[config.mk]
export PLATFORM = sky130hd
export DESIGN_NAME = wwdt_top
export DESIGN_NICKNAME = d
export VERILOG_FILES = /design/src/hdl/wwdt_pkg.sv /design/src/hdl/wwdt_low_power_rc_osc.sv /design/src/hdl/wwdt_div.sv /design/src/hdl/wwdt_top.sv
export VERILOG_INCLUDE_DIRS = /design/src /design/src/hdl
export SDC_FILE = /design/constraint.sdc
export NUM_CORES = 1
export LEC_CHECK = 0
export BUFFER_PORTS_ARGS = -buffer_cell sky130_fd_sc_hd__buf_2
export CORE_UTILIZATION = 64
export CTS_BUF_LIST = sky130_fd_sc_hd__clkbuf_16
export DETAILED_ROUTE_END_ITERATION = 8
export PLACE_DENSITY_LB_ADDON = 0.2
export SLEW_MARGIN = 15
export SYNTH_ARGS = -nofsm -noshare
export SYNTH_HDL_FRONTEND = slang
export SYNTH_HIERARCHICAL = 1
export SYNTH_SLANG_ARGS = --single-unit
[constraint.sdc]
create_clock -name CORE_CLK -period 17.75 [get_ports CORE_CLK]
set_input_delay 1.775 -clock CORE_CLK [delete_from_list [all_inputs] [get_ports CORE_CLK]]
set_output_delay 1.775 -clock CORE_CLK [all_outputs]
set_load 0.02 [all_outputs]
[src/hdl/wwdt_defs.svh]
`ifndef WWDT_DEFS_SVH
`define WWDT_DEFS_SVH

// Register byte offsets
`define WWDT_ADR_CTRL 4'h0
`define WWDT_ADR_CFG 4'h4
`define WWDT_ADR_STAT 4'h8
`define WWDT_ADR_CNT 4'hC

// Control register fields
`define WWDT_CTRL_SWEN 0
`define WWDT_CTRL_SLEEPF 1
`define WWDT_CTRL_IDLEF 2

// Configuration register fields
`define WWDT_CFG_PS_LO 0
`define WWDT_CFG_PS_HI 3
`define WWDT_CFG_PSA 4
`define WWDT_CFG_WINDOW_DISABLE_CFG 7
`define WWDT_CFG_EN_LO 8
`define WWDT_CFG_EN_HI 9
`define WWDT_CFG_RST 32'h0000_0300

// Status register fields
`define WWDT_STAT_TO 0
`define WWDT_STAT_EARLY 1
`define WWDT_STAT_RUN 2

// Enable modes
`define WWDT_EN_ON 2'h3
`define WWDT_EN_SW 2'h2

// Prescaler terminal counts
`define WWDT_PRE_DIV5 7'h1F
`define WWDT_PRE_DIV7 7'h7F

// Timing figures
`define WWDT_LOW_POWER_RC_OSC_HZ 31000
`define WWDT_CLK_HZ 10000000

`endif

[src/hdl/wwdt_pkg.sv]
package wwdt_pkg;
    typedef enum logic [1:0] {
        RUN_ST,
        SLEEP_ST,
        IDLE_ST
    } wwdt_pwr_e;
    typedef logic [14:0] wwdt_post_t;
endpackage : wwdt_pkg

[src/hdl/wwdt_low_power_rc_osc.sv]
`timescale 1ns/1ps
`include "wwdt_defs.svh"

// Low-power RC model: a tick every CLK_HZ/LOW_POWER_RC_OSC_HZ core cycles while on.
module wwdt_low_power_rc_osc #(
    parameter int CLK_HZ = `WWDT_CLK_HZ,
    parameter int LOW_POWER_RC_OSC_HZ = `WWDT_LOW_POWER_RC_OSC_HZ
) (
    input wire logic clk,
    input wire logic rst,
    input wire logic ce,
    input wire logic osc_on,
    output logic tick
);
    localparam int DIV = (CLK_HZ / LOW_POWER_RC_OSC_HZ) < 1 ? 1 : CLK_HZ / LOW_POWER_RC_OSC_HZ;
    localparam logic [15:0] LAST = 16'(DIV - 1);
    logic [15:0] cnt_q;

    always_ff @(posedge clk or posedge rst) begin
        if (rst) begin
            cnt_q <= 16'h0000;
            tick <= 1'b0;
        end else if (ce) begin
            tick <= 1'b0;
            if (!osc_on) begin
                cnt_q <= 16'h0000;
            end else if (cnt_q == LAST) begin
                cnt_q <= 16'h0000;
                tick <= 1'b1;
            end else begin
                cnt_q <= cnt_q + 16'h0001;
            end
        end
    end
endmodule : wwdt_low_power_rc_osc

[src/hdl/wwdt_div.sv]
`timescale 1ns/1ps
`include "wwdt_defs.svh"

// Prescaler: 5-bit or 7-bit divide of the oscillator tick.
module wwdt_div (
    input wire logic clk,
    input wire logic rst,
    input wire logic ce,
    input wire logic clr,
    input wire logic tick,
    input wire logic div7,
    output logic pre_tick
);
    logic [6:0] cnt_q;
    logic [6:0] last;

    assign last = div7 ? `WWDT_PRE_DIV7 : `WWDT_PRE_DIV5;

    always_ff @(posedge clk or posedge rst) begin
        if (rst) begin
            cnt_q <= 7'h00;
            pre_tick <= 1'b0;
        end else if (ce) begin
            pre_tick <= 1'b0;
            if (clr) begin
                cnt_q <= 7'h00;
            end else if (tick) begin
                if (cnt_q >= last) begin
                    cnt_q <= 7'h00;
                    pre_tick <= 1'b1;
                end else begin
                    cnt_q <= cnt_q + 7'h01;
                end
            end
        end
    end
endmodule : wwdt_div

[src/hdl/wwdt_top.sv]
// Notes on behaviour
// - Counts on the low-power RC tick; enabling turns that oscillator on.
// - Prescaler divides by 32 or by 128 per select bit.
// - Nominal 31 kHz input gives about 1 ms or 4 ms base period.
// - Postscaler ratio 1:1 to 1:32768 chosen by four-bit field.
// - All counts clear on reset, clock switch, sleep entry/exit, clear.
// - Counting continues during sleep or idle when enabled.
// - Time-out in sleep or idle wakes the core instead of resetting.
// - Time-out flag is sticky until software clears it.
// - Windowed: clear works only in last quarter; earlier clear resets. The code opens the window fully for ratios 1:1 and 1:2.
// - Windowed mode active when window-disable bit is zero.
// - Enable field: 11 always on, 10 software, 00 always off.
// - In software mode the software-enable bit starts and stops it.
// - Software-enable bit is zero after any device reset.
//
// Added by the designer: the Wishbone interface to the registers and the register addresses.
`timescale 1ns/1ps
`include "wwdt_defs.svh"

module wwdt_top #(
    parameter int CLK_HZ = `WWDT_CLK_HZ,
    parameter int LOW_POWER_RC_OSC_HZ = `WWDT_LOW_POWER_RC_OSC_HZ
) (
    input wire logic CORE_CLK,
    input wire logic SYS_RST,
    input wire logic CLK_EN,
    input wire logic WB_CYC_I,
    input wire logic WB_STB_I,
    input wire logic WB_WE_I,
    input wire logic [3:0] WB_ADR_I,
    input wire logic [3:0] WB_SEL_I,
    input wire logic [31:0] WB_DAT_I,
    output logic [31:0] WB_DAT_O,
    output logic WB_ACK_O,
    input wire logic WATCHDOG_CLEAR_INSTR,
    input wire logic POWER_SAVE_INSTR,
    input wire logic POWER_SAVE_IDLE,
    input wire logic WAKE_OTHER,
    input wire logic CLK_SWITCH_DONE,
    output logic WAKE_REQ,
    output logic WDT_RESET_REQ,
    output logic LOW_POWER_RC_OSC_EN
);
    // ------------------------------------------------------------------
    // Register file
    // ------------------------------------------------------------------
    logic sw_en_q;
    logic sleep_flag_q;
    logic idle_flag_q;
    logic [31:0] cfg_q;
    logic timeout_flag_q;
    logic early_flag_q;
    logic wb_req;
    logic wr_ctrl;
    logic wr_cfg;
    logic wr_stat;
    logic [3:0] ps_cfg;
    logic [1:0] en_cfg;
    logic enabled;
    logic window_on;
    logic timeout_ev;
    logic early_ev;
    logic clr_ok;
    logic wake_ev;
    logic enter_ev;
    logic cnt_clr;
    logic tick;
    logic pre_tick;
    wwdt_pkg::wwdt_pwr_e pwr_q;
    wwdt_pkg::wwdt_post_t post_q;
    wwdt_pkg::wwdt_post_t post_last;

    function automatic logic wr_bit(input logic [31:0] d,
                                    input logic [3:0] sel,
                                    input int idx,
                                    input logic cur);
        wr_bit = sel[idx / 8] ? d[idx] : cur;
    endfunction : wr_bit

    assign wb_req = WB_CYC_I && WB_STB_I && !WB_ACK_O;
    assign wr_ctrl = wb_req && WB_WE_I && WB_ADR_I == `WWDT_ADR_CTRL;
    assign wr_cfg = wb_req && WB_WE_I && WB_ADR_I == `WWDT_ADR_CFG;
    assign wr_stat = wb_req && WB_WE_I && WB_ADR_I == `WWDT_ADR_STAT;

    always_ff @(posedge CORE_CLK or posedge SYS_RST) begin
        if (SYS_RST) begin
            WB_ACK_O <= 1'b0;
            WB_DAT_O <= 32'h0000_0000;
        end else if (CLK_EN) begin
            WB_ACK_O <= wb_req;
            WB_DAT_O <= 32'h0000_0000;
            if (wb_req && !WB_WE_I) begin
                unique case (WB_ADR_I)
                    `WWDT_ADR_CTRL: WB_DAT_O <= {29'h0, idle_flag_q,
                                                 sleep_flag_q, sw_en_q};
                    `WWDT_ADR_CFG: WB_DAT_O <= cfg_q;
                    `WWDT_ADR_STAT: WB_DAT_O <= {29'h0, enabled,
                                                 early_flag_q,
                                                 timeout_flag_q};
                    `WWDT_ADR_CNT: WB_DAT_O <= {17'h0, post_q};
                    default: WB_DAT_O <= 32'h0000_0000;
                endcase
            end
        end
    end

    // Software enable cleared only by reset or a software write
    always_ff @(posedge CORE_CLK or posedge SYS_RST) begin
        if (SYS_RST) begin
            sw_en_q <= 1'b0;
        end else if (CLK_EN && wr_ctrl) begin
            sw_en_q <= wr_bit(WB_DAT_I, WB_SEL_I, `WWDT_CTRL_SWEN, sw_en_q);
        end
    end

    // Power-save flags: hardware sets on entry, only reset or software clears
    always_ff @(posedge CORE_CLK or posedge SYS_RST) begin
        if (SYS_RST) begin
            sleep_flag_q <= 1'b0;
            idle_flag_q <= 1'b0;
        end else if (CLK_EN) begin
            if (wr_ctrl) begin
                sleep_flag_q <= wr_bit(WB_DAT_I, WB_SEL_I,
                                       `WWDT_CTRL_SLEEPF, sleep_flag_q);
                idle_flag_q <= wr_bit(WB_DAT_I, WB_SEL_I,
                                      `WWDT_CTRL_IDLEF, idle_flag_q);
            end
            if (enter_ev && !POWER_SAVE_IDLE) begin
                sleep_flag_q <= 1'b1;
            end
            if (enter_ev && POWER_SAVE_IDLE) begin
                idle_flag_q <= 1'b1;
            end
        end
    end

    // Configuration word is writable so a bench can pick modes
    always_ff @(posedge CORE_CLK or posedge SYS_RST) begin
        if (SYS_RST) begin
            cfg_q <= `WWDT_CFG_RST;
        end else if (CLK_EN && wr_cfg) begin
            for (int b = 0; b < 4; b++) begin
                if (WB_SEL_I[b]) begin
                    cfg_q[b*8 +: 8] <= WB_DAT_I[b*8 +: 8];
                end
            end
        end
    end

    // ------------------------------------------------------------------
    // Mode decode
    // ------------------------------------------------------------------
    assign ps_cfg = cfg_q[`WWDT_CFG_PS_HI:`WWDT_CFG_PS_LO];
    assign en_cfg = cfg_q[`WWDT_CFG_EN_HI:`WWDT_CFG_EN_LO];
    assign enabled = en_cfg == `WWDT_EN_ON ||
                     (en_cfg == `WWDT_EN_SW && sw_en_q);
    assign window_on = !cfg_q[`WWDT_CFG_WINDOW_DISABLE_CFG];

    // ------------------------------------------------------------------
    // Power state tracking
    // ------------------------------------------------------------------
    assign enter_ev = POWER_SAVE_INSTR && pwr_q == wwdt_pkg::RUN_ST;
    assign wake_ev = pwr_q != wwdt_pkg::RUN_ST &&
                     (WAKE_OTHER || (timeout_ev && enabled));

    always_ff @(posedge CORE_CLK or posedge SYS_RST) begin
        if (SYS_RST) begin
            pwr_q <= wwdt_pkg::RUN_ST;
        end else if (CLK_EN) begin
            unique case (pwr_q)
                wwdt_pkg::RUN_ST: begin
                    if (POWER_SAVE_INSTR) begin
                        pwr_q <= POWER_SAVE_IDLE ? wwdt_pkg::IDLE_ST
                                                 : wwdt_pkg::SLEEP_ST;
                    end
                end
                wwdt_pkg::SLEEP_ST,
                wwdt_pkg::IDLE_ST: begin
                    if (wake_ev) begin
                        pwr_q <= wwdt_pkg::RUN_ST;
                    end
                end
                default: pwr_q <= wwdt_pkg::RUN_ST;
            endcase
        end
    end

    // ------------------------------------------------------------------
    // Counting chain
    // ------------------------------------------------------------------
    // Clear in power-save is ignored: the instruction cannot execute there
    assign cnt_clr = !enabled || CLK_SWITCH_DONE || enter_ev || wake_ev ||
                     (WATCHDOG_CLEAR_INSTR && pwr_q == wwdt_pkg::RUN_ST &&
                      clr_ok);

    wwdt_low_power_rc_osc #(
        .CLK_HZ(CLK_HZ),
        .LOW_POWER_RC_OSC_HZ(LOW_POWER_RC_OSC_HZ)
    ) u_low_power_rc_osc (
        .clk(CORE_CLK),
        .rst(SYS_RST),
        .ce(CLK_EN),
        .osc_on(enabled),
        .tick(tick)
    );

    wwdt_div u_div (
        .clk(CORE_CLK),
        .rst(SYS_RST),
        .ce(CLK_EN),
        .clr(cnt_clr),
        .tick(tick),
        .div7(cfg_q[`WWDT_CFG_PSA]),
        .pre_tick(pre_tick)
    );

    // Ratio 2^ps, so the terminal value is 2^ps - 1
    assign post_last = wwdt_pkg::wwdt_post_t'((16'h0001 << ps_cfg) -
                                              16'h0001);
    assign timeout_ev = enabled && pre_tick && post_q == post_last;
    // Last quarter of the period; ratios below 1:4 open the window fully
    assign clr_ok = !window_on || ps_cfg < 4'h2 ||
                    post_q >= post_last - (post_last >> 2);
    assign early_ev = WATCHDOG_CLEAR_INSTR && pwr_q == wwdt_pkg::RUN_ST &&
                      enabled && !clr_ok;

    always_ff @(posedge CORE_CLK or posedge SYS_RST) begin
        if (SYS_RST) begin
            post_q <= 15'h0000;
        end else if (CLK_EN) begin
            if (cnt_clr || timeout_ev) begin
                post_q <= 15'h0000;
            end else if (pre_tick) begin
                post_q <= post_q + 15'h0001;
            end
        end
    end

    // ------------------------------------------------------------------
    // Outcome of a time-out
    // ------------------------------------------------------------------
    // Set wins over a software clear in the same cycle
    always_ff @(posedge CORE_CLK or posedge SYS_RST) begin
        if (SYS_RST) begin
            timeout_flag_q <= 1'b0;
            early_flag_q <= 1'b0;
        end else if (CLK_EN) begin
            if (wr_stat && WB_SEL_I[0] && WB_DAT_I[`WWDT_STAT_TO]) begin
                timeout_flag_q <= 1'b0;
            end
            if (wr_stat && WB_SEL_I[0] && WB_DAT_I[`WWDT_STAT_EARLY]) begin
                early_flag_q <= 1'b0;
            end
            if (timeout_ev || early_ev) begin
                timeout_flag_q <= 1'b1;
            end
            if (early_ev) begin
                early_flag_q <= 1'b1;
            end
        end
    end

    always_ff @(posedge CORE_CLK or posedge SYS_RST) begin
        if (SYS_RST) begin
            WAKE_REQ <= 1'b0;
            WDT_RESET_REQ <= 1'b0;
            LOW_POWER_RC_OSC_EN <= 1'b0;
        end else if (CLK_EN) begin
            WAKE_REQ <= timeout_ev && pwr_q != wwdt_pkg::RUN_ST;
            WDT_RESET_REQ <= early_ev || (timeout_ev &&
                             pwr_q == wwdt_pkg::RUN_ST);
            LOW_POWER_RC_OSC_EN <= enabled;
        end
    end
endmodule : wwdt_top

# Word level (Yosys, flattened, before mapping)
# Cells that the tools add are included.
[op_classes] n_shift=1 n_reduce_logical=66 magnitude_cmp=3 addsub=5 n_mux=29 n_eq_ne=11
[ops] op="one-hot mux 32 bit (4 select lines)" count=1
[ops] op="2-to-1 mux 16 bit" count=2
[ops] op="2-to-1 mux 32 bit" count=1
[ops] op="2-to-1 mux 15 bit" count=2
[ops] op="2-to-1 mux 7 bit" count=4
[ops] op="logical AND 1 bit" count=26
[ops] op="AND reduction 2 bit" count=9
[ops] op="nonzero test 2 bit" count=9
[ops] op="adder 16 x 1 -> 16 bit, second input constant" count=1
[ops] op="equality test 16 x 9 -> 1 bit, second input constant" count=1
[ops] op="adder 15 x 1 -> 15 bit, second input constant" count=1
[ops] op="equality test 15 bit" count=1
[ops] op=">= comparator 15 bit" count=1
[ops] op="2-to-1 mux 1 bit" count=15
[ops] op="<< shifter 1 x 4 -> 15 bit, first input constant" count=1
[ops] op="subtractor 15 x 1 -> 15 bit, second input constant" count=1
[ops] op="subtractor 15 x 13 -> 15 bit" count=1
[ops] op="logical OR 1 bit" count=11
[ops] op="AND reduction 3 bit" count=3
[ops] op="equality test 4 bit, second input constant" count=2
[ops] op="adder 7 x 1 -> 7 bit, second input constant" count=1
[ops] op=">= comparator 7 bit" count=1
[ops] op="equality test 2 bit, second input constant" count=3
[ops] op="2-to-1 mux 2 bit" count=3
[ops] op="other kinds (9)" count=14
[totals] word_cells=135 ff_bits=115

# Depth between registers and ports, before layout
[depth] ltp_word=13 ltp_mapped=29 mapped_depth_nobuf=24

# Cells and area by module
# The synthesis kept the hierarchy.
[modules_own_cells] module="wwdt_top" instances=1 cells_per_inst=575 area_per_inst_um2=5713.0
[modules_own_cells] module="wwdt_low_power_rc_osc" instances=1 cells_per_inst=109 area_per_inst_um2=1042.2
[modules_own_cells] module="wwdt_div" instances=1 cells_per_inst=59 area_per_inst_um2=563.0

# Least setup slack after synthesis
# Ideal clock, no wire load.
[synth_path] path_kind="reg-to-reg" startpoint="reg cfg_q[1]" endpoint="reg u_div.cnt_q[3]" required_ps=17603 setup_slack_ps=11935 t_arrival_ps=5668 period_less_slack_ps=5815 setup_ps=147 stages_incl_launch_ff=28 path_cell_list="dfrtp_1 > buf_4 > buf_2 > clkbuf_1 > nor2_1 > nand2_1 > ha_1 > buf_2 > buf_2 > nor3_1 > o21bai_1 > and2_1 > ha_1 > a21boi_0 > o41ai_2 > and2_1 > a21oi_1 > o311ai_0 > ha_1 > a211oi_1 > nor2_1 > nor4b_1 > a211oi_2 > nor2_1 > o211ai_1 > o21a_1 > a41oi_1 > a221oi_1"
[synth_via] elab_chain_cells=11
[synth_lines] item="from (decl)" line_no="wwdt_top.sv:50" rtl="logic [31:0] cfg_q;"
[synth_lines] item="from (signal assigned)" line_no="wwdt_top.sv:140" rtl="cfg_q <= `WWDT_CFG_RST;"
[synth_lines] item="from (signal, indexed assignment)" line_no="wwdt_top.sv:144" rtl="cfg_q[b*8 +: 8] <= WB_DAT_I[b*8 +: 8];"
[synth_lines] item="parallel branches: the longest is 8 deep, another holds subtractor 15 x 1 -> 15 bit"
[synth_lines] item="logical OR 1 bit (*)" line_no="wwdt_top.sv:192" rtl="assign cnt_clr = !enabled || CLK_SWITCH_DONE || enter_ev || wake_ev ||"
[synth_lines] item="via cnt_clr" line_no="wwdt_top.sv:66" rtl="logic cnt_clr;"
[synth_lines] item="nonzero test 2 bit (no source line)"
[synth_lines] item="AND reduction 2 bit (no source line)"
[synth_lines] item="to (signal assigned)" line_no="wwdt_div.sv:32" rtl="cnt_q <= cnt_q + 7'h01;"
[synth_lines] item="to (decl)" line_no="wwdt_div.sv:14" rtl="logic [6:0] cnt_q;"
# Mark *: on every way through the listed nets, which the timed path passes.
# A chain may end at the register's enable or synchronous reset.

# Worst setup path in the final report
[layout_path] startpoint="reg cfg_q[2]" endpoint="reg u_div.cnt_q[3]"
# The elaborated chain is that of the path after synthesis.

==> results.py <==
metrics = {
    "clocking": {
        "insertion_delay_ns": 0.41,
        "cts.htree.levels": 4,
        "cts_hold_buffers": 0,
        "cts-root-buf": "clkbuf_16",
        "cts.sinks": 115,
        "ctsLongestPathBuffers": 2,
        "clk_pin_slew_worst_paths_ns": 0.06,
        "post_cts_buffers": 0,
        "cts_tree": "yes",
        "post_cts_resized": 0,
        "numCtsBuffers": 17,
    },
    "critical_path": {
        "cp_max_fo": 27,
        "critPathArrivalTime_ns": 7.63,
        "cp-start-kind": "register",
        "r2r_start": "cfg_q[2]$_DFFE_PP0P_",
        "path_class": "register to register",
        "cp-end-kind": "register",
        "reg2reg_slack_ns": 10.43,
        "r2r-end": "u_div/cnt_q[3]$_DFFE_PP0P_",
        "worstPathRequired_ns": 18.07,
        "r2r_cells": 23,
    },
    "synth": {
        "yosysMostFrequentCell": "dfrtp_1",
        "synth_top_family_by_area": "compound AO/OA/AOI/OAI gates",
        "async_reset_ff_share_pct": 100,
        "synth_seq_cells": 115,
        "synthTopCellsByArea": "dfrtp_1, ha_1, mux2_2",
        "synth_warnings": 6,
        "ys_seq_area_share_pct": 39.4,
        "synth-edff-count": 0,
        "yosysTopAreaCell": "dfrtp_1",
        "ys.flop_type": "dfrtp_1",
        "synth_mux_area_share_pct": 6.50,
        "netlist.area_leader.share_pct": 38.6,
        "synth_common_cells": "dfrtp_1, nor2_1, nand2_1",
        "syn-num-nets": 828,
        "avgSynthCellArea_um2": 9.85,
        "synthAdderAreaFrac_pct": 6.05,
        "synthCells": 743,
        "synthSimpleGateAreaFrac_pct": 17.0,
        "yosys.area_share.xor_xnor_pct": 4.43,
        "synth_compound_area_share_pct": 21.1,
        "synth.distinct_cells": 92,
        "synth_area_um2": 7320,
    },
    "sta": {
        "fin_crit_ns": 7.32,
        "finalSetupViolations": 0,
        "tns_ns": 0,
        "rsz0062_at_grt": "false",
        "fin_worst_skew_ns": 0.00751,
        "tightest_slew_ns": 1.14,
        "hold_ws_ns": 0.480,
        "max_slew_margin_pct": 23.4,
        "drv_slew": 0,
        "hold_violations": 0,
        "max_freq_mhz": 137,
        "period_share_pct": 41.2,
    },
    "die": {
        "dieArea_um2": 11900,
        "die_x_um": 109,
        "die_y_um": 109,
        "coreArea_um2": 11000,
        "rows": 38,
        "start_util_pct": 66.6,
        "io_pins": 87,
    },
    "drt": {
        "drtAntennaViolNets": 0,
        "wl_per_cell_um": 19.7,
        "dr.pass1.iters": 7,
        "drt_iter0_drc": 678,
        "wirelength_um": 18900,
        "drc": 0,
        "route.vias.total": 6317,
        "via_per_inst": 6.59,
    },
    "global_routing": {
        "grt_pass1_vias": 6165,
        "grt_pass1_wl_um": 30800,
        "grt_max_degree": 91,
        "grt_use_total_pct": 34.0,
        "gr-total-overflow": 0,
        "grt_antenna_before_repair": 0,
    },
    "hold_path": {
        "hold_class": "register to register",
        "holdPathStages": 1,
        "hold_end": "early_flag_q$_DFFE_PP0P_",
        "hp-start": "early_flag_q$_DFFE_PP0P_",
    },
    "placement": {
        "io_buffers": 86,
        "hpwl_um": 12700,
        "globalplace.congestion": 0.920,
    },
    "outcome": {
        "status": "finished, final reports clean",
    },
    "power_and_ir_drop": {
        "p_leak_nw": 3.88,
        "powerDensity_nw_per_um2": 94.7,
        "vdd_ir_drop_max_mv": 0.0856,
    },
    "job": {
        "cap_violations": 0,
    },
    "layout": {
        "multiInputGateArea_um2": 4040,
        "drive_above_1_share_pct": 22.2,
        "syn_to_final_growth_pct": 14.3,
        "fin_nets": 891,
        "seq_area_um2": 2880,
        "fill_cells": 696,
        "diodes": 0,
    },
}
==> worst max-delay path: stages, from the launching register on <==
cell,delay (ns)
dfrtp_1,0.86
nor2_1,0.25
nand2_1,0.14
ha_1,0.72
xor2_1,0.35
ha_1,0.26
fa_1,0.23
nor2b_1,0.05
o21ai_0,0.21
a21boi_0,0.21
o41ai_2,0.52
and2_1,0.26
a21oi_1,0.08
o311ai_0,0.37
ha_1,0.32
a211oi_1,0.23
nor2_1,0.08
nor4b_1,0.46
a211oi_2,0.26
nor2_1,0.31
o211ai_1,0.29
inv_1,0.16
o21ai_0,0.25
a221oi_1,0.35
==> cell families after synthesis <==
kind of cell	count (synthesis)
AND/OR/NAND/NOR	235
flip-flops	115
XOR/XNOR	37
AO/OA/AOI/OAI	195
multiplexers	39
buffers and inverters	87
adder cells (fa/ha/maj)	35
==> final cells by class <==
cell class | instances | area share, %
well taps | 140 | 2.09
repair buffers | 90 | 5.55
flip-flops and latches | 115 | 34.4
multi-input cells | 541 | 48.3
clock inverters | 15 | 2.71
inverters | 41 | 1.86
clock buffers | 17 | 5.09
==> power by group <==
group	internal [mW]	total [mW]	leakage, nW	switching (mW)
logic	0.0543	0.136	2.00	0.0817
registers	0.270	0.278	1.57	0.00775
clock network	0.250	0.378	0.311	0.128
total	0.574	0.792	3.88	0.217
==> sequential cells by signal (all words and copies together) (netlist names), 2 cells and up <==
signal,cells
u_div/cnt_q,7
u_low_power_rc_osc/cnt_q,16
post_q,15
cfg_q,32
pwr_q,2
WB_DAT_O,32
==> layer usage <==
layer / share of wire [%] / vias up / track usage, %
met3: 6.8 / 51 / 7.29
met4: 3.0 / 0 / 15.0
met1: 42 / 3103 / 44.3
met5: 0 / - / 0
li1: - / 2889 / -
met2: 48 / 274 / 54.5
==> per-stage QoR <==
step	std cells	area (um2)	util [%]	setup WS (ns)	total power [mW]
final	959	8360	76.1	10.43	0.792
after global routing	959	8360	76.1	9.80	0.820
after CTS	959	8360	76.1	10.59	0.792
after detailed placement	927	7710	70.2	10.66	0.414
after global placement	927	7710	70.2	11.03	0.407
after floorplan	743	7320	-	11.94	0.382
==> worst max-delay path by stage <==
| stage | startpoint | end | slack, ns |
|---|---|---|---|
| after floorplan | cfg_q[1]$_DFFE_PP0P_ | u_div/cnt_q[3]$_DFFE_PP0P_ | 11.94 |
| after global placement | cfg_q[2]$_DFFE_PP0P_ | u_div/cnt_q[3]$_DFFE_PP0P_ | 11.03 |
| after detailed placement | cfg_q[2]$_DFFE_PP0P_ | u_div/cnt_q[3]$_DFFE_PP0P_ | 10.66 |
| after CTS | cfg_q[2]$_DFFE_PP0P_ | u_div/cnt_q[3]$_DFFE_PP0P_ | 10.59 |
| after global routing | cfg_q[2]$_DFFE_PP0P_ | u_div/cnt_q[3]$_DFFE_PP0P_ | 9.80 |
| final | cfg_q[2]$_DFFE_PP0P_ | u_div/cnt_q[3]$_DFFE_PP0P_ | 10.43 |
==> cell usage in the layout (no fill, tap or decap), types with 14 or more instances in the layout <==
cell       instances
o21ai_0           22
inv_1             39
nand2_1           51
dfrtp_1          113
nand4_1           17
clkbuf_16         17
nand3_1           23
a22oi_1           14
xor2_1            24
o2bb2ai_1         17
a21oi_1           22
mux2_2            32
a22o_1            20
ha_1              33
nor2_1            55
buf_2             86
Note: power is estimated with default switching activity, not from simulation.
